$ cat src/tx_pkg.sv
/*
  Constants and types shared by the asynchronous serial transmitter.
  Assumes a single 250 MHz system clock and an active-low async reset.
*/
`default_nettype none

package tx_pkg;

  // Clock and instruction cycle
  localparam int CLK_PERIOD_NS = 4;
  localparam int TCY_NS = 16;
  localparam int TCY_CYCLES = (TCY_NS + CLK_PERIOD_NS - 1) / CLK_PERIOD_NS;

  // Character format
  localparam int CHAR_W = 8;
  localparam int WORD_W = CHAR_W + 1;
  localparam int FIFO_DEPTH = 8;
  localparam logic [3:0] LAST_BIT_8 = 4'h7;
  localparam logic [3:0] LAST_BIT_9 = 4'h8;
  localparam logic [3:0] BIT_IDX_RST = 4'h0;

  // Baud generator prescale, in system clocks per divisor step
  localparam logic [4:0] PRESC_LOW_SPEED = 5'h10;
  localparam logic [4:0] PRESC_HIGH_SPEED = 5'h04;
  localparam logic [15:0] DIV_RST = 16'h0000;
  localparam logic [4:0] PRESC_RST = 5'h00;

  // Line levels before polarity
  localparam logic LINE_MARK = 1'b1;
  localparam logic LINE_SPACE = 1'b0;

  // Values after reset; the buffer-empty flag itself resets to 0, not FLAG_RST
  localparam logic [WORD_W-1:0] WORD_RST = 9'h000;
  localparam logic FLAG_RST = 1'b1;
  localparam logic EMPTY_RST = 1'b1;
  localparam logic OE_N_RST = 1'b1;

  typedef enum logic [1:0] {
    ST_IDLE = 2'b00,
    ST_START = 2'b01,
    ST_DATA = 2'b10,
    ST_STOP = 2'b11
  } tx_state_t;

endpackage

`default_nettype wire

$ cat src/async_serial_transmitter.sv
/*
  Character FIFO and asynchronous NRZ transmitter with holding register,
  shift register and baud generator.
  Assumes all control inputs come from register logic on sys_clk; the
  serial line leaves through a driver enabled by tx_out_oe_n low.
*/
`timescale 1ns/1ps
`default_nettype none

module char_fifo #(
  parameter int WIDTH = 9,
  parameter int DEPTH = 8
) (
  input wire logic sys_clk,
  input wire logic rstn,
  input wire logic clear,
  input wire logic in_valid,
  output logic in_ready,
  input wire logic [WIDTH-1:0] in_data,
  output logic out_valid,
  input wire logic out_ready,
  output logic [WIDTH-1:0] out_data
);
  localparam int AW = (DEPTH > 1) ? $clog2(DEPTH) : 1;
  localparam logic [AW:0] DEPTH_C = (AW + 1)'(DEPTH);
  localparam logic [AW-1:0] LAST_C = AW'(DEPTH - 1);

  logic [WIDTH-1:0] mem_q [DEPTH];
  logic [AW-1:0] wr_ptr_q;
  logic [AW-1:0] rd_ptr_q;
  logic [AW:0] count_q;
  logic [AW:0] count_d;
  logic push;
  logic pop;

  function automatic logic [AW-1:0] bump(input logic [AW-1:0] p);
    bump = (p == LAST_C) ? '0 : p + 1'b1;
  endfunction

  // Ready is a flop so the top-level write handshake is registered
  assign push = in_valid && in_ready;
  assign pop = out_valid && out_ready;
  assign out_valid = (count_q != '0);
  assign out_data = mem_q[rd_ptr_q];

  always_comb begin
    count_d = count_q;
    if (push && !pop) begin
      count_d = count_q + 1'b1;
    end else if (pop && !push) begin
      count_d = count_q - 1'b1;
    end
  end

  always_ff @(posedge sys_clk) begin
    if (push) begin
      mem_q[wr_ptr_q] <= in_data;
    end
  end

  always_ff @(posedge sys_clk or negedge rstn) begin
    if (!rstn) begin
      wr_ptr_q <= '0;
      rd_ptr_q <= '0;
      count_q <= '0;
      in_ready <= 1'b1;
    end else if (clear) begin
      wr_ptr_q <= '0;
      rd_ptr_q <= '0;
      count_q <= '0;
      in_ready <= 1'b1;
    end else begin
      if (push) begin
        wr_ptr_q <= bump(wr_ptr_q);
      end
      if (pop) begin
        rd_ptr_q <= bump(rd_ptr_q);
      end
      count_q <= count_d;
      in_ready <= (count_d != DEPTH_C);
    end
  end
endmodule

// What this block does
// - Idle mark, space start, data, mark stop
// - Data bits leave least significant first
// - Every bit lasts exactly one bit period
// - Bit timing from shared 8/16-bit divisor
// - No parity; ninth bit carries software parity
// - Runs only when enabled, async, port on
// - Write starts transfer; empty shifter loads immediately
// - Queued character loads right after stop bit
// - Polarity select inverts idle level and data
// - Buffer-empty flag set while running unless character queued
// - Flag correct by second instruction cycle
// - Flag read-only; enable gates only interrupt
// - Shifter-empty status clears on load, sets after
// - Nine-bit mode sends ninth bit last
module async_serial_transmitter
  import tx_pkg::*;
#(
  parameter int DEPTH = FIFO_DEPTH
) (
  input wire logic sys_clk,
  input wire logic rstn,
  input wire logic tx_enable_bit,
  input wire logic sync_mode_bit,
  input wire logic port_enable_bit,
  input wire logic polarity_select,
  input wire logic nine_bit_tx_enable,
  input wire logic tx_ninth_bit,
  input wire logic tx_irq_enable,
  input wire logic brg16_select,
  input wire logic high_speed_select,
  input wire logic [15:0] baud_divisor,
  input wire logic tx_hold_write,
  input wire logic [CHAR_W-1:0] tx_hold_data,
  output logic tx_hold_ready,
  output logic tx_out,
  output logic tx_out_oe_n,
  output logic tx_buffer_empty_flag,
  output logic shifter_empty_status,
  output logic tx_irq
);
  tx_state_t state_q;
  logic tx_active;
  logic fifo_valid;
  logic fifo_rd;
  logic [WORD_W-1:0] fifo_word;
  logic [WORD_W-1:0] hold_q;
  logic hold_valid_q;
  logic [WORD_W-1:0] shift_q;
  logic [3:0] bit_idx_q;
  logic [4:0] presc_q;
  logic [15:0] div_q;
  logic step;
  logic bit_tick;
  logic load_sh;
  logic [3:0] last_bit;

  // Line level for a logical bit under the selected polarity
  function automatic logic line_level(input logic b, input logic inv);
    line_level = b ^ inv;
  endfunction

  assign tx_active = tx_enable_bit && !sync_mode_bit && port_enable_bit;
  assign last_bit = nine_bit_tx_enable ? LAST_BIT_9 : LAST_BIT_8;

  // Ninth bit is taken at write time with the low byte
  char_fifo #(
    .WIDTH(WORD_W),
    .DEPTH(DEPTH)
  ) u_fifo (
    .sys_clk(sys_clk),
    .rstn(rstn),
    .clear(!port_enable_bit),
    .in_valid(tx_hold_write),
    .in_ready(tx_hold_ready),
    .in_data({tx_ninth_bit, tx_hold_data}),
    .out_valid(fifo_valid),
    .out_ready(fifo_rd),
    .out_data(fifo_word)
  );

  assign fifo_rd = !hold_valid_q && port_enable_bit;

  // Holding register, one character
  always_ff @(posedge sys_clk or negedge rstn) begin
    if (!rstn) begin
      hold_q <= WORD_RST;
      hold_valid_q <= 1'b0;
    end else if (!port_enable_bit) begin
      hold_valid_q <= 1'b0;
    end else if (fifo_rd && fifo_valid) begin
      hold_q <= fifo_word;
      hold_valid_q <= 1'b1;
    end else if (load_sh) begin
      hold_valid_q <= 1'b0;
    end
  end

  // Baud generator: prescale steps, then divisor, restarted at load
  assign step = (presc_q == ((high_speed_select ? PRESC_HIGH_SPEED
                : PRESC_LOW_SPEED) - 5'h01));
  assign bit_tick = step && (div_q == (brg16_select ? baud_divisor
                    : {8'h00, baud_divisor[7:0]}));

  always_ff @(posedge sys_clk or negedge rstn) begin
    if (!rstn) begin
      presc_q <= PRESC_RST;
      div_q <= DIV_RST;
    end else if (load_sh || state_q == ST_IDLE) begin
      presc_q <= PRESC_RST;
      div_q <= DIV_RST;
    end else if (bit_tick) begin
      presc_q <= PRESC_RST;
      div_q <= DIV_RST;
    end else if (step) begin
      presc_q <= PRESC_RST;
      div_q <= div_q + 16'h0001;
    end else begin
      presc_q <= presc_q + 5'h01;
    end
  end

  // Load when idle, or on the tick that ends a stop bit
  assign load_sh = hold_valid_q && tx_active
                   && (state_q == ST_IDLE
                   || (state_q == ST_STOP && bit_tick));

  // Shift register, bit sequencing and line level
  always_ff @(posedge sys_clk or negedge rstn) begin
    if (!rstn) begin
      state_q <= ST_IDLE;
      shift_q <= WORD_RST;
      bit_idx_q <= BIT_IDX_RST;
      tx_out <= LINE_MARK;
      shifter_empty_status <= EMPTY_RST;
    end else if (!tx_active) begin
      state_q <= ST_IDLE;
      bit_idx_q <= BIT_IDX_RST;
      tx_out <= line_level(LINE_MARK, polarity_select);
      shifter_empty_status <= 1'b1;
    end else if (load_sh) begin
      state_q <= ST_START;
      shift_q <= hold_q;
      bit_idx_q <= BIT_IDX_RST;
      tx_out <= line_level(LINE_SPACE, polarity_select);
      shifter_empty_status <= 1'b0;
    end else begin
      case (state_q)
        ST_IDLE: begin
          tx_out <= line_level(LINE_MARK, polarity_select);
          shifter_empty_status <= 1'b1;
        end
        ST_START: begin
          if (bit_tick) begin
            state_q <= ST_DATA;
            tx_out <= line_level(shift_q[0], polarity_select);
          end
        end
        ST_DATA: begin
          if (bit_tick) begin
            shift_q <= {1'b0, shift_q[WORD_W-1:1]};
            bit_idx_q <= bit_idx_q + 4'h1;
            if (bit_idx_q == last_bit) begin
              state_q <= ST_STOP;
              tx_out <= line_level(LINE_MARK, polarity_select);
            end else begin
              tx_out <= line_level(shift_q[1], polarity_select);
            end
          end
        end
        ST_STOP: begin
          if (bit_tick) begin
            state_q <= ST_IDLE;
            shifter_empty_status <= 1'b1;
          end
        end
        default: begin
          state_q <= ST_IDLE;
        end
      endcase
    end
  end

  // Status flags and driver enable
  always_ff @(posedge sys_clk or negedge rstn) begin
    if (!rstn) begin
      tx_buffer_empty_flag <= 1'b0;
      tx_irq <= 1'b0;
      tx_out_oe_n <= OE_N_RST;
    end else begin
      tx_buffer_empty_flag <= tx_active && !hold_valid_q
                              && !fifo_valid;
      tx_irq <= tx_irq_enable && tx_active && !hold_valid_q
                && !fifo_valid;
      tx_out_oe_n <= !port_enable_bit;
    end
  end

  AST_IDLE_MARK: assert property (@(posedge sys_clk) disable iff (!rstn)
    (state_q == ST_IDLE && $past(state_q) == ST_IDLE && !load_sh)
    |=> tx_out == ($past(polarity_select) ^ LINE_MARK))
    else $error("idle line not at mark level");

  AST_START_SPACE: assert property (@(posedge sys_clk) disable iff (!rstn)
    load_sh |=> (tx_out == ($past(polarity_select) ^ LINE_SPACE))
    && state_q == ST_START)
    else $error("start bit not at space level");

  AST_BIT_HOLD: assert property (@(posedge sys_clk) disable iff (!rstn)
    ($changed(tx_out) && $past(state_q) != ST_IDLE)
    |-> $past(bit_tick || load_sh || !tx_active))
    else $error("line changed inside a bit period");

  AST_LSB_FIRST: assert property (@(posedge sys_clk) disable iff (!rstn)
    (state_q == ST_START && bit_tick && tx_active && !load_sh)
    |=> tx_out == ($past(shift_q[0]) ^ $past(polarity_select)))
    else $error("first data bit is not bit zero");

  AST_FLAG_EMPTY: assert property (@(posedge sys_clk) disable iff (!rstn)
    (tx_active && !hold_valid_q && !fifo_valid) [*2]
    |-> tx_buffer_empty_flag)
    else $error("buffer empty flag not set");

  AST_FLAG_WRITE: assert property (@(posedge sys_clk) disable iff (!rstn)
    (tx_hold_write && tx_hold_ready && port_enable_bit)
    |-> ##2 !tx_buffer_empty_flag)
    else $error("buffer empty flag not cleared after write");

  AST_SHIFTER_EMPTY_STATUS_LOAD: assert property (@(posedge sys_clk) disable iff (!rstn)
    load_sh |=> !shifter_empty_status ##1 !shifter_empty_status)
    else $error("shifter empty status set after load");

  AST_STOP_NEXT: assert property (@(posedge sys_clk) disable iff (!rstn)
    (state_q == ST_STOP && bit_tick && hold_valid_q && tx_active)
    |=> state_q == ST_START && !tx_out_oe_n)
    else $error("queued character not loaded after stop");

  AST_DISABLED: assert property (@(posedge sys_clk) disable iff (!rstn)
    !port_enable_bit |=> state_q == ST_IDLE && shifter_empty_status
    && tx_out_oe_n && !hold_valid_q)
    else $error("disabled port not reset");

  COV_FRAME: cover property (@(posedge sys_clk) disable iff (!rstn)
    load_sh ##1 state_q == ST_START);
  COV_BACK_TO_BACK: cover property (@(posedge sys_clk) disable iff (!rstn)
    state_q == ST_STOP && bit_tick && load_sh);
  COV_NINE_BIT: cover property (@(posedge sys_clk) disable iff (!rstn)
    state_q == ST_DATA && bit_tick && bit_idx_q == LAST_BIT_9);
  COV_FULL: cover property (@(posedge sys_clk) disable iff (!rstn)
    !tx_hold_ready && tx_hold_write);

endmodule

`default_nettype wire

$ cat config.mk
export PLATFORM = sky130hd
export DESIGN_NAME = async_serial_transmitter
export DESIGN_NICKNAME = d
export VERILOG_FILES = /design/src/tx_pkg.sv /design/src/async_serial_transmitter.sv
export SDC_FILE = /design/constraint.sdc
export NUM_CORES = 1
export LEC_CHECK = 0
export BUFFER_PORTS_ARGS = -buffer_cell sky130_fd_sc_hd__buf_2
export CAP_MARGIN = 20
export CORE_UTILIZATION = 65
export CTS_BUF_LIST = sky130_fd_sc_hd__clkbuf_4 sky130_fd_sc_hd__clkbuf_8
export DETAILED_ROUTE_END_ITERATION = 7
export GPL_TIMING_DRIVEN = 0
export HOLD_SLACK_MARGIN = 0.12
export PLACE_DENSITY = 0.93
export SETUP_SLACK_MARGIN = 0.15
export SYNTH_ARGS = -nofsm -noshare
export SYNTH_HDL_FRONTEND = slang
export SYNTH_HIERARCHICAL = 1
export SYNTH_SLANG_ARGS = --single-unit
$ cat constraint.sdc
create_clock -name sys_clk -period 3.2 [get_ports sys_clk]
set_input_delay 0.32 -clock sys_clk [delete_from_list [all_inputs] [get_ports sys_clk]]
set_output_delay 0.32 -clock sys_clk [all_outputs]
set_load 0.005 [all_outputs]
**Yosys cells after proc, flatten, opt, wreduce, memory -nomap -nowiden**

Memory sizes are Yosys's and may differ from the RTL's. A register that Yosys moved wholly into a read port is not among the register bits.
Cells that the tools add are included.

- Register bits after elaboration: 53
- RAM bits: 72
- Input port bits: 36
- Logic and storage cells: 132
- Memories: 1

- Add/sub/neg operators: 8
- Equality and inequality tests: 21
- Mux-type cells: 48
- Bitwise logic cells: 3
- Reductions and logical operators: 36

Memories:

| memory | depth | bits a word | rd ports | clocked after Yosys merged registers in | wr ports | line | source |
|---|---|---|---|---|---|---|---|
| u_fifo.mem_q | 8 | 9 | 1 | 1 | 1 | async_serial_transmitter.sv:28 | `logic [WIDTH-1:0] mem_q [DEPTH];` |

Operator list:

| cell | number |
|---|---|
| $mux 16 | 4 |
| $mux 4 | 8 |
| $mux 9 | 3 |
| $mux 5 | 4 |
| $ne 4x4->1 const B | 5 |
| $mux 3 | 6 |
| $add 16x1->16 const B | 1 |
| $eq 16x16->1 | 1 |
| $logic_and 1x1->1 | 16 |
| $mux 1 | 14 |
| $mux 2 | 6 |
| $ne 5x1->1 const B | 2 |
| $ne 3x1->1 const B | 3 |
| $add 4x1->4 const B | 2 |
| $logic_not 1->1 | 7 |
| $add 3x1->3 const B | 2 |
| $eq 3x3->1 const B | 2 |
| $pmux 2 s3 | 1 |
| $reduce_and 2->1 | 3 |
| $reduce_and 3->1 | 2 |
| $add 5x1->5 const B | 1 |
| $eq 5x5->1 | 1 |
| $reduce_and 5->1 | 1 |
| $sub 5x1->5 const B | 1 |
| 15 further kinds | 20 |

**Longest topological paths before layout**

Gate-level depths: netlist (run 1).

- Depth after elaboration: 10
- Gate-level depth with buffers: 9

**Modules after synthesis**

The synthesis (run 1) kept the hierarchy.

By module, submodules not included:

| module | times used | cells each | area each (µm²) | seq. area each (µm²) |
|---|---|---|---|---|
| char_fifo | 1 | 192 | 3430.8 | 2438.6 |
| async_serial_transmitter | 1 | 330 | 3089.2 | 1280.0 |

**Worst setup path before layout (run 1)**

OpenSTA, ideal clock, no wires.

- Path type: flip-flop to flip-flop
- From: register u_fifo.in_ready
- To: memory u_fifo.mem_q[0][0] (enable)
- Arrival: 1766 ps
- Data required time: 2801 ps
- Setup slack: 1035 ps
- Cell stages (with the launch flop): 4
- Path buffers: 1
- Cell sequence: dfstp_2 -> nand2_1 -> clkbuf_1 -> nor4_1

- Word-level cells in the longest chain between the ends: 3

Ends and longest elaborated chain:

| what | line | source |
|---|---|---|
| start, declared | async_serial_transmitter.sv:18 | `output logic in_ready,` |
| start signal, assigned | async_serial_transmitter.sv:80 | `in_ready <= (count_d != DEPTH_C);` |
| $logic_and 1x1->1 | async_serial_transmitter.sv:41 | `assign push = in_valid && in_ready;` |
| $mux 1 | async_serial_transmitter.sv:56 | `if (push) begin` |
| $mux 1 (not written as such) | async_serial_transmitter.sv:57 | `mem_q[wr_ptr_q] <= in_data;` |
| end, declared | async_serial_transmitter.sv:28 |  |

No other way between the ends.

**Worst setup path in the final report (run 1)**

- From: register presc_q[0]
- To: register state_q[1]

- Word-level cells in the longest chain between the ends: 7
- Elaborated cells between the ends (all ways): 13

Ends and longest elaborated chain:

| what | line | source |
|---|---|---|
| start, declared | async_serial_transmitter.sv:135 | `logic [4:0] presc_q;` |
| start signal, assigned | async_serial_transmitter.sv:203 | `presc_q <= presc_q + 5'h01;` |
| $eq 5x5->1 * | async_serial_transmitter.sv:184 | `assign step = (presc_q == ((high_speed_select ? PRESC_HIGH_SPEED` |
| $logic_and 1x1->1 * | async_serial_transmitter.sv:186 | `assign bit_tick = step && (div_q == (brg16_select ? baud_divisor` |
| $logic_and 1x1->1 | async_serial_transmitter.sv:210 | `\|\| (state_q == ST_STOP && bit_tick));` |
| $logic_or 1x1->1 | async_serial_transmitter.sv:210 |  |
| $logic_and 1x1->1 | async_serial_transmitter.sv:209 | `&& (state_q == ST_IDLE` |
| $ne 5x1->1 (no source line) (tied with other cells) | n/a |  |
| $reduce_and 5->1 (no source line) / $mux 2 (equally long branches) | n/a |  |
| end signal, assigned | async_serial_transmitter.sv:215 | `state_q <= ST_IDLE;` |
| end signal, assigned | async_serial_transmitter.sv:221 | `state_q <= ST_IDLE;` |
| end signal, assigned | async_serial_transmitter.sv:226 | `state_q <= ST_START;` |
| end, declared | async_serial_transmitter.sv:126 | `tx_state_t state_q;` |

Every way passes the cells marked *; elsewhere a longest branch is shown, timed or not.
A chain may end at the register's enable or synchronous reset.

==> impl_metrics.yaml, run 1 <==
run_status:
  status: "finished, final reports clean"
cts:
  htreeDepth: 4
  cts_tree: "yes"
  cts_buffer_depth: 2
  cts_made_buffers: 17
  clock-sinks: 134
  clock-root-buffer: "clkbuf_8"
  insertion_delay_ns: 0.43
  path_clk_slew_ns: 0.08
  postCtsResizedCells: 0
grt:
  met1_usage: 0.3472
  grt_usage: 0.2901
  grt_pass1_wl_um: 22560
  use_met3: 0.06156
  grt_use_met2: 0.5070
  antenna_found_initial: 0
  overflow: 0
  busiest_layer: "met2"
  grt_pass1_vias: 4799
  grt_max_degree: 41
synthesis:
  avgSynthCellArea_um2: 12.49
  yosys-top-cells-count: "edfxtp_1 (72), dfrtp_1 (58), a21oi_1 (36)"
  yosysMostFrequentCell: "edfxtp_1"
  syn_area_um2: 6520
  netlist.area_leader.share: 0.3316
  synth_top_cell_by_area: "edfxtp_1"
  ys_types: 68
  synth_edf_count: 72
  yosysSeqAreaShare: 0.5703
  synth_area_leaders: "edfxtp_1 (33%), dfrtp_1 (22%), mux4_2 (6.2%)"
  yosys_warnings: 6
  synth-seq-cells: 134
  ys_async_sr_fraction: 0.4627
  ys.flop_type: "edfxtp_1"
  synth_cells: 522
  syn_nets: 574
detailed_routing:
  dr.pass1.iters: 5
  routed_wl_um: 14150
  remaining_drc_errors: 0
  initialDrtViolationCount: 303
  vias_per_cell: 6.426
  wl_per_cell_um: 19.20
  drtAntennaViolNets: 0
  vias: 4736
setup_path:
  path_class: "reg -> reg"
  worstPathArrival_ns: 2.80
  slowest_delay_ns: 0.69
  critical_path_required_ns: 3.50
  cp_slowest_cell: "a2111oi_2"
  crit_chain: "ha_1 > nor2b_1 > o21ai_2 > a2111oi_2 > a211oi_1 > a221oi_1 > o21ai_1"
  end_kind: "flop"
  cp_max_fo: 8
  startpoint_type: "flop"
timing:
  setup_viol: 0
  worst_pin_slew_ns: 1.021
  rsz0062_at_grt: "false"
  finalSetupTns_ns: 0
  fmax_mhz: 400.1
  relSlewSlack: 0.3168
  skew_ns: 0.01211
  finalHoldViolCount: 0
  period_share: 0.7811
  slew_viol_final: 0
  min_period_ns: 2.500
floorplanning:
  initial_utilization: 0.6701
  die_h_um: 102.2
  design.core.area_um2: 9729
  die_area_um2: 10440
  io_pins: 42
  num_rows: 36
  die_w_um: 102.2
hold_path:
  hold_path.class: "in -> reg"
placed_design:
  place.port_buffers: 41
  dp_hpwl_um: 9639
  place_congestion: 0.9204
power:
  leakagePower_nw: 2.815
  p_switching_mw: 1.347
  clkPwrFrac: 0.311
  p_sw_frac: 0.3027
  p_total_mw: 4.451
  seqPwrFrac: 0.478
  share_comb_of_total_power: 0.211
  p_int_mw: 3.103
  power_per_cell_area_nw_per_um2: 603.4
  vdd_drop_max_uv: 544.0
layout:
  drive_gt1_frac: 0.2500
  synthToLayoutAreaGrowth_pct: 13.13
  diodes: 0
  nNetsFinal: 643
job:
  max_cap_violations: 0
[sequential cells by signal, indices dropped and copies added, names as in the netlist, 2 cells and up]
register         cells
presc_q              5
state_q              2
u_fifo/rd_ptr_q      3
u_fifo/wr_ptr_q      3
shift_q              9
u_fifo/count_q       4
div_q               16
bit_idx_q            4
u_fifo/mem_q        72
hold_q               9
[repair_timing]
item	CTS	global route
hold buffers	3	0
endpoints found under the hold margin	23	0
endpoints found under the setup margin	0	0
setup buffers	0	0
[logic make-up after synthesis]
kind of cell | Yosys count | share of synthesized area
adders and majority gates | 16 | 0.03070
AOI/OAI and AO/OA | 105 | 0.1054
buffers and inverters | 39 | 0.02840
DFF | 134 | 0.5703
and+or+nand+nor | 163 | 0.1311
xor gates and xnor gates | 19 | 0.02552
muxes | 46 | 0.1086
[stage by stage]
step                area (µm²)  cells  utilization  hold WS [ns]  setup slack (ns)
detailed placement        6953    702       0.7146        0.3373            0.8330
CTS                       7376    737       0.7581        0.1358            0.8126
floorplan                 6520    522            -       0.02441             1.035
global placement          6892    696       0.7083        0.4688            0.3757
global route              7376    737       0.7581        0.1413            0.6950
finish                    7376    737       0.7581        0.1553            0.7004
[per-layer routing]
layer | wire length, µm | share of wire | vias up
met5 | 0 | 0 | -
met4 | 357 | 0.025 | 0
met3 | 1043 | 0.074 | 45
met2 | 7252 | 0.51 | 256
met1 | 5493 | 0.39 | 2316
li1 | - | - | 2119
[layout by cell type, fill, tap and decap left out, drive strengths merged, types with 25 or more instances in the layout]
cell type	instances
nand3	27
clkbuf	25
a21oi	37
dfrtp	58
buf	67
nand2	33
nor2	30
o21ai	30
edfxtp	72
[worst paths after layout]
check                                start              endpoint  slack (ns)  cells after the start
max                             presc_q[0]            state_q[1]        0.70                      7
min                        tx_hold_data[3]    u_fifo/mem_q[7][3]        0.16                      1
max reg2reg                     presc_q[0]            state_q[1]        0.70                      7
min reg2reg                     presc_q[0]            presc_q[0]        0.48                      1
max in group asynchronous             rstn  shifter_empty_status        2.11                      3
min in group asynchronous             rstn             div_q[12]        0.42                      2
[critical path, delay by kind of cell, from the launching register on]
family	cells	cell delay (ns)
simple gates	1	0.22
compound gates	5	1.55
fa+ha+maj	1	0.21
flops	1	0.38
[cell type report]
cell class              instances  area [µm²]
well taps                     133       166.4
clock buffers                  17       234.0
repair buffers                 50       290.3
flip-flops and latches        134        3719
inverters                      11       41.29
fillers                       570        2354
plain buffers                  28       143.9
clock inverters                15       158.9
multi-input cells             349        2623
[power by group through the flow]
stage | registers [mW] | clock network [mW] | logic, mW
3_5_place_dp | 2.16 | 0 | 0.919
5_1_grt | 2.15 | 1.48 | 1.03
2_1_floorplan | 2.12 | 0 | 0.690
4_1_cts | 2.13 | 1.41 | 0.935
6_report | 2.13 | 1.38 | 0.938
3_3_place_gp | 2.14 | 0 | 0.854
No activity file was read; power rests on OpenSTA's default activity.
==> run 2, diff against run 1 <==
CORE_UTILIZATION = 63   (was 65)
PLACE_DENSITY = 0.9   (was 0.93)
clock period = 2.5 ns   (was 3.2 ns; I/O delays follow)
==> run 2 against run 1 <==
- wire length rose by 4.5%
- highest routed layer unchanged
- sequential power rose by 28%
- clock-buffer cell count did not move
- power rose by 29%
- critical endpoint is now u_fifo/mem_q[3][8]
- worst setup slack got worse by 0.48 ns
==> impl_metrics.yaml, run 2 (same netlist as run 1, synthesis figures left out) <==
run_status:
  status: "finished, final reports clean"
power:
  power_per_cell_area_nw_per_um2: 762.7
  vdd_drop_max_uv: 761.4
  leakagePower_nw: 2.873
grt:
  antenna_found_initial: 0
  grt_pass1_vias: 4829
  grt_usage: 0.2915
  grt_max_degree: 40
  grt_pass1_wl_um: 23940
  overflow: 0
detailed_routing:
  initialDrtViolationCount: 358
  wl_per_cell_um: 19.87
  met3WireLength_um: 1007
  dr.pass1.iters: 5
  top_layer: "met4"
  routed_wl_um: 14780
  drtAntennaViolNets: 0
  remaining_drc_errors: 0
  wl_met2_um: 7710
  vias: 4720
  wl_met1_um: 5596
  vias_per_cell: 6.344
timing:
  hold_ws_ns: 0.1955
  min_period_ns: 2.278
  finalSetupTns_ns: 0
  finalHoldViolCount: 0
  rsz0062_at_grt: "true"
  setup_viol: 0
  period_share: 0.9111
  fmax_mhz: 439.0
  worst_pin_slew_ns: 1.078
  relSlewSlack: 0.2789
  slew_viol_final: 0
  skew_ns: 0.01536
floorplanning:
  io_pins: 42
  num_rows: 36
  die_w_um: 103.7
  die_area_um2: 10760
  initial_utilization: 0.6580
  die_h_um: 103.7
  design.core.area_um2: 9910
layout:
  layout_common_cells: "edfxtp_1 (72), dfrtp_1 (58), buf_2 (52)"
  layout.cells.most_common: "edfxtp_1"
  diodes: 0
  design_area_um2: 7522
  synthToLayoutAreaGrowth_pct: 15.37
  nNetsFinal: 650
  largest_reg_flops: 72
  top_register: "u_fifo/mem_q"
  drive_gt1_frac: 0.2553
  fin_util: 0.7591
  top_regs: "u_fifo/mem_q x72, div_q x16"
  n_fill_cell: 585
setup_path:
  path_class: "reg -> reg"
  crit_chain: "and2_1 > buf_2 > nand2_1 > nor2_1"
  critical_path_required_ns: 2.56
  reg2reg_to: "u_fifo/mem_q[3][8]"
  crit_family: "simple AND/OR/NAND/NOR gates"
  critPathBufInv: 1
  r2r_cells: 4
  startpoint_type: "flop"
  slowest_delay_ns: 0.87
  cp_slowest_cell: "nor2_1"
  cp_max_fo: 9
  rrSetupSlack_ns: 0.22
  reg2reg_from: "u_fifo/in_ready"
  worstPathArrival_ns: 2.34
  end_kind: "flop"
hold_path:
  hold_path_depth: 4
  hold_path.startpoint: "polarity_select"
  hold_path.class: "in -> reg"
  worst_hold_path.endpoint: "tx_out"
placed_design:
  placed_area_um2: 6948
  place_congestion: 0.9261
  dp_hpwl_um: 9439
  place.port_buffers: 41
job:
  max_cap_violations: 0
cts:
  path_clk_slew_ns: 0.09
  insertion_delay_ns: 0.45
  htreeDepth: 4
  cts_made_buffers: 17
  clock-root-buffer: "clkbuf_8"
  cts_buffer_depth: 2
  clock-sinks: 134
  cts_tree: "yes"
## run 2: cell count changes in the layout (fill, tap and decap cells not counted), sizes merged
cell	before	now
buf	67	63
bufinv	1	0
clkbuf	25	27
clkinv	2	5
clkinvlp	2	1
dlygate4sd3	3	12
inv	21	20
## run 2: per-layer routing
layer	up-vias	global-route usage
li1	2132	-
met1	2322	0.3391
met2	223	0.5077
met3	43	0.07300
met4	0	0.1378
met5	-	0
## run 2: worst register-to-register path, cell delays in order (launching register included)
cell and delay (ns):
dfstp_2 0.54, and2_1 0.12, buf_2 0.21, nand2_1 0.17, nor2_1 0.87
## run 2: how the worst max path moves through the flow
| stage | startpoint | cells past startpoint | endpoint | slack (ns) |
|---|---|---|---|---|
| floorplan | u_fifo/in_ready | 3 | u_fifo/mem_q[0][0] | 0.34 |
| global route | div_q[14] | 6 | state_q[1] | 0.12 |
| CTS | u_fifo/rd_ptr_q[1] | 5 | hold_q[0] | 0.17 |
| finish | u_fifo/in_ready | 4 | u_fifo/mem_q[3][8] | 0.22 |
| detailed placement | u_fifo/rd_ptr_q[1] | 5 | hold_q[0] | 0.16 |
| global placement | u_fifo/in_ready | 3 | u_fifo/mem_q[0][6] | -0.51 |
## run 2: layout make-up
class,count,area [µm²],share of cell area
Clock buffer,17,234.0,0.03110
Buffer,28,156.4,0.02079
Timing Repair Buffer,57,367.9,0.04890
Inverter,11,41.29,0.005489
Multi-Input combinational cell,349,2658,0.3533
Clock inverter,15,180.2,0.02395
Sequential cell,134,3719,0.4943
Tap cell,133,166.4,0.02212
## run 2: metrics by stage
stage	std cells	setup WS [ns]	total power, mW
floorplan	522	0.3351	3.595
global placement	696	-0.5126	3.835
detailed placement	699	0.1569	3.938
CTS	743	0.1670	5.738
global route	744	0.1204	6.008
finish	744	0.2223	5.737
## run 2: repair_timing
action | 4_1_cts | 5_1_grt
endpoints found under the hold margin | 95 | 0
buffers inserted | 0 | 1
hold buffers | 12 | 0
setup endpoints to repair | 0 | 41
resized for setup | 0 | 13
## run 2: power by group
group | switching [mW] | internal (mW) | leakage [nW]
combinational | 0.645 | 0.585 | 1.20
sequential | 0.155 | 2.57 | 1.47
clock | 1.02 | 0.770 | 0.205
total | 1.82 | 3.92 | 2.87
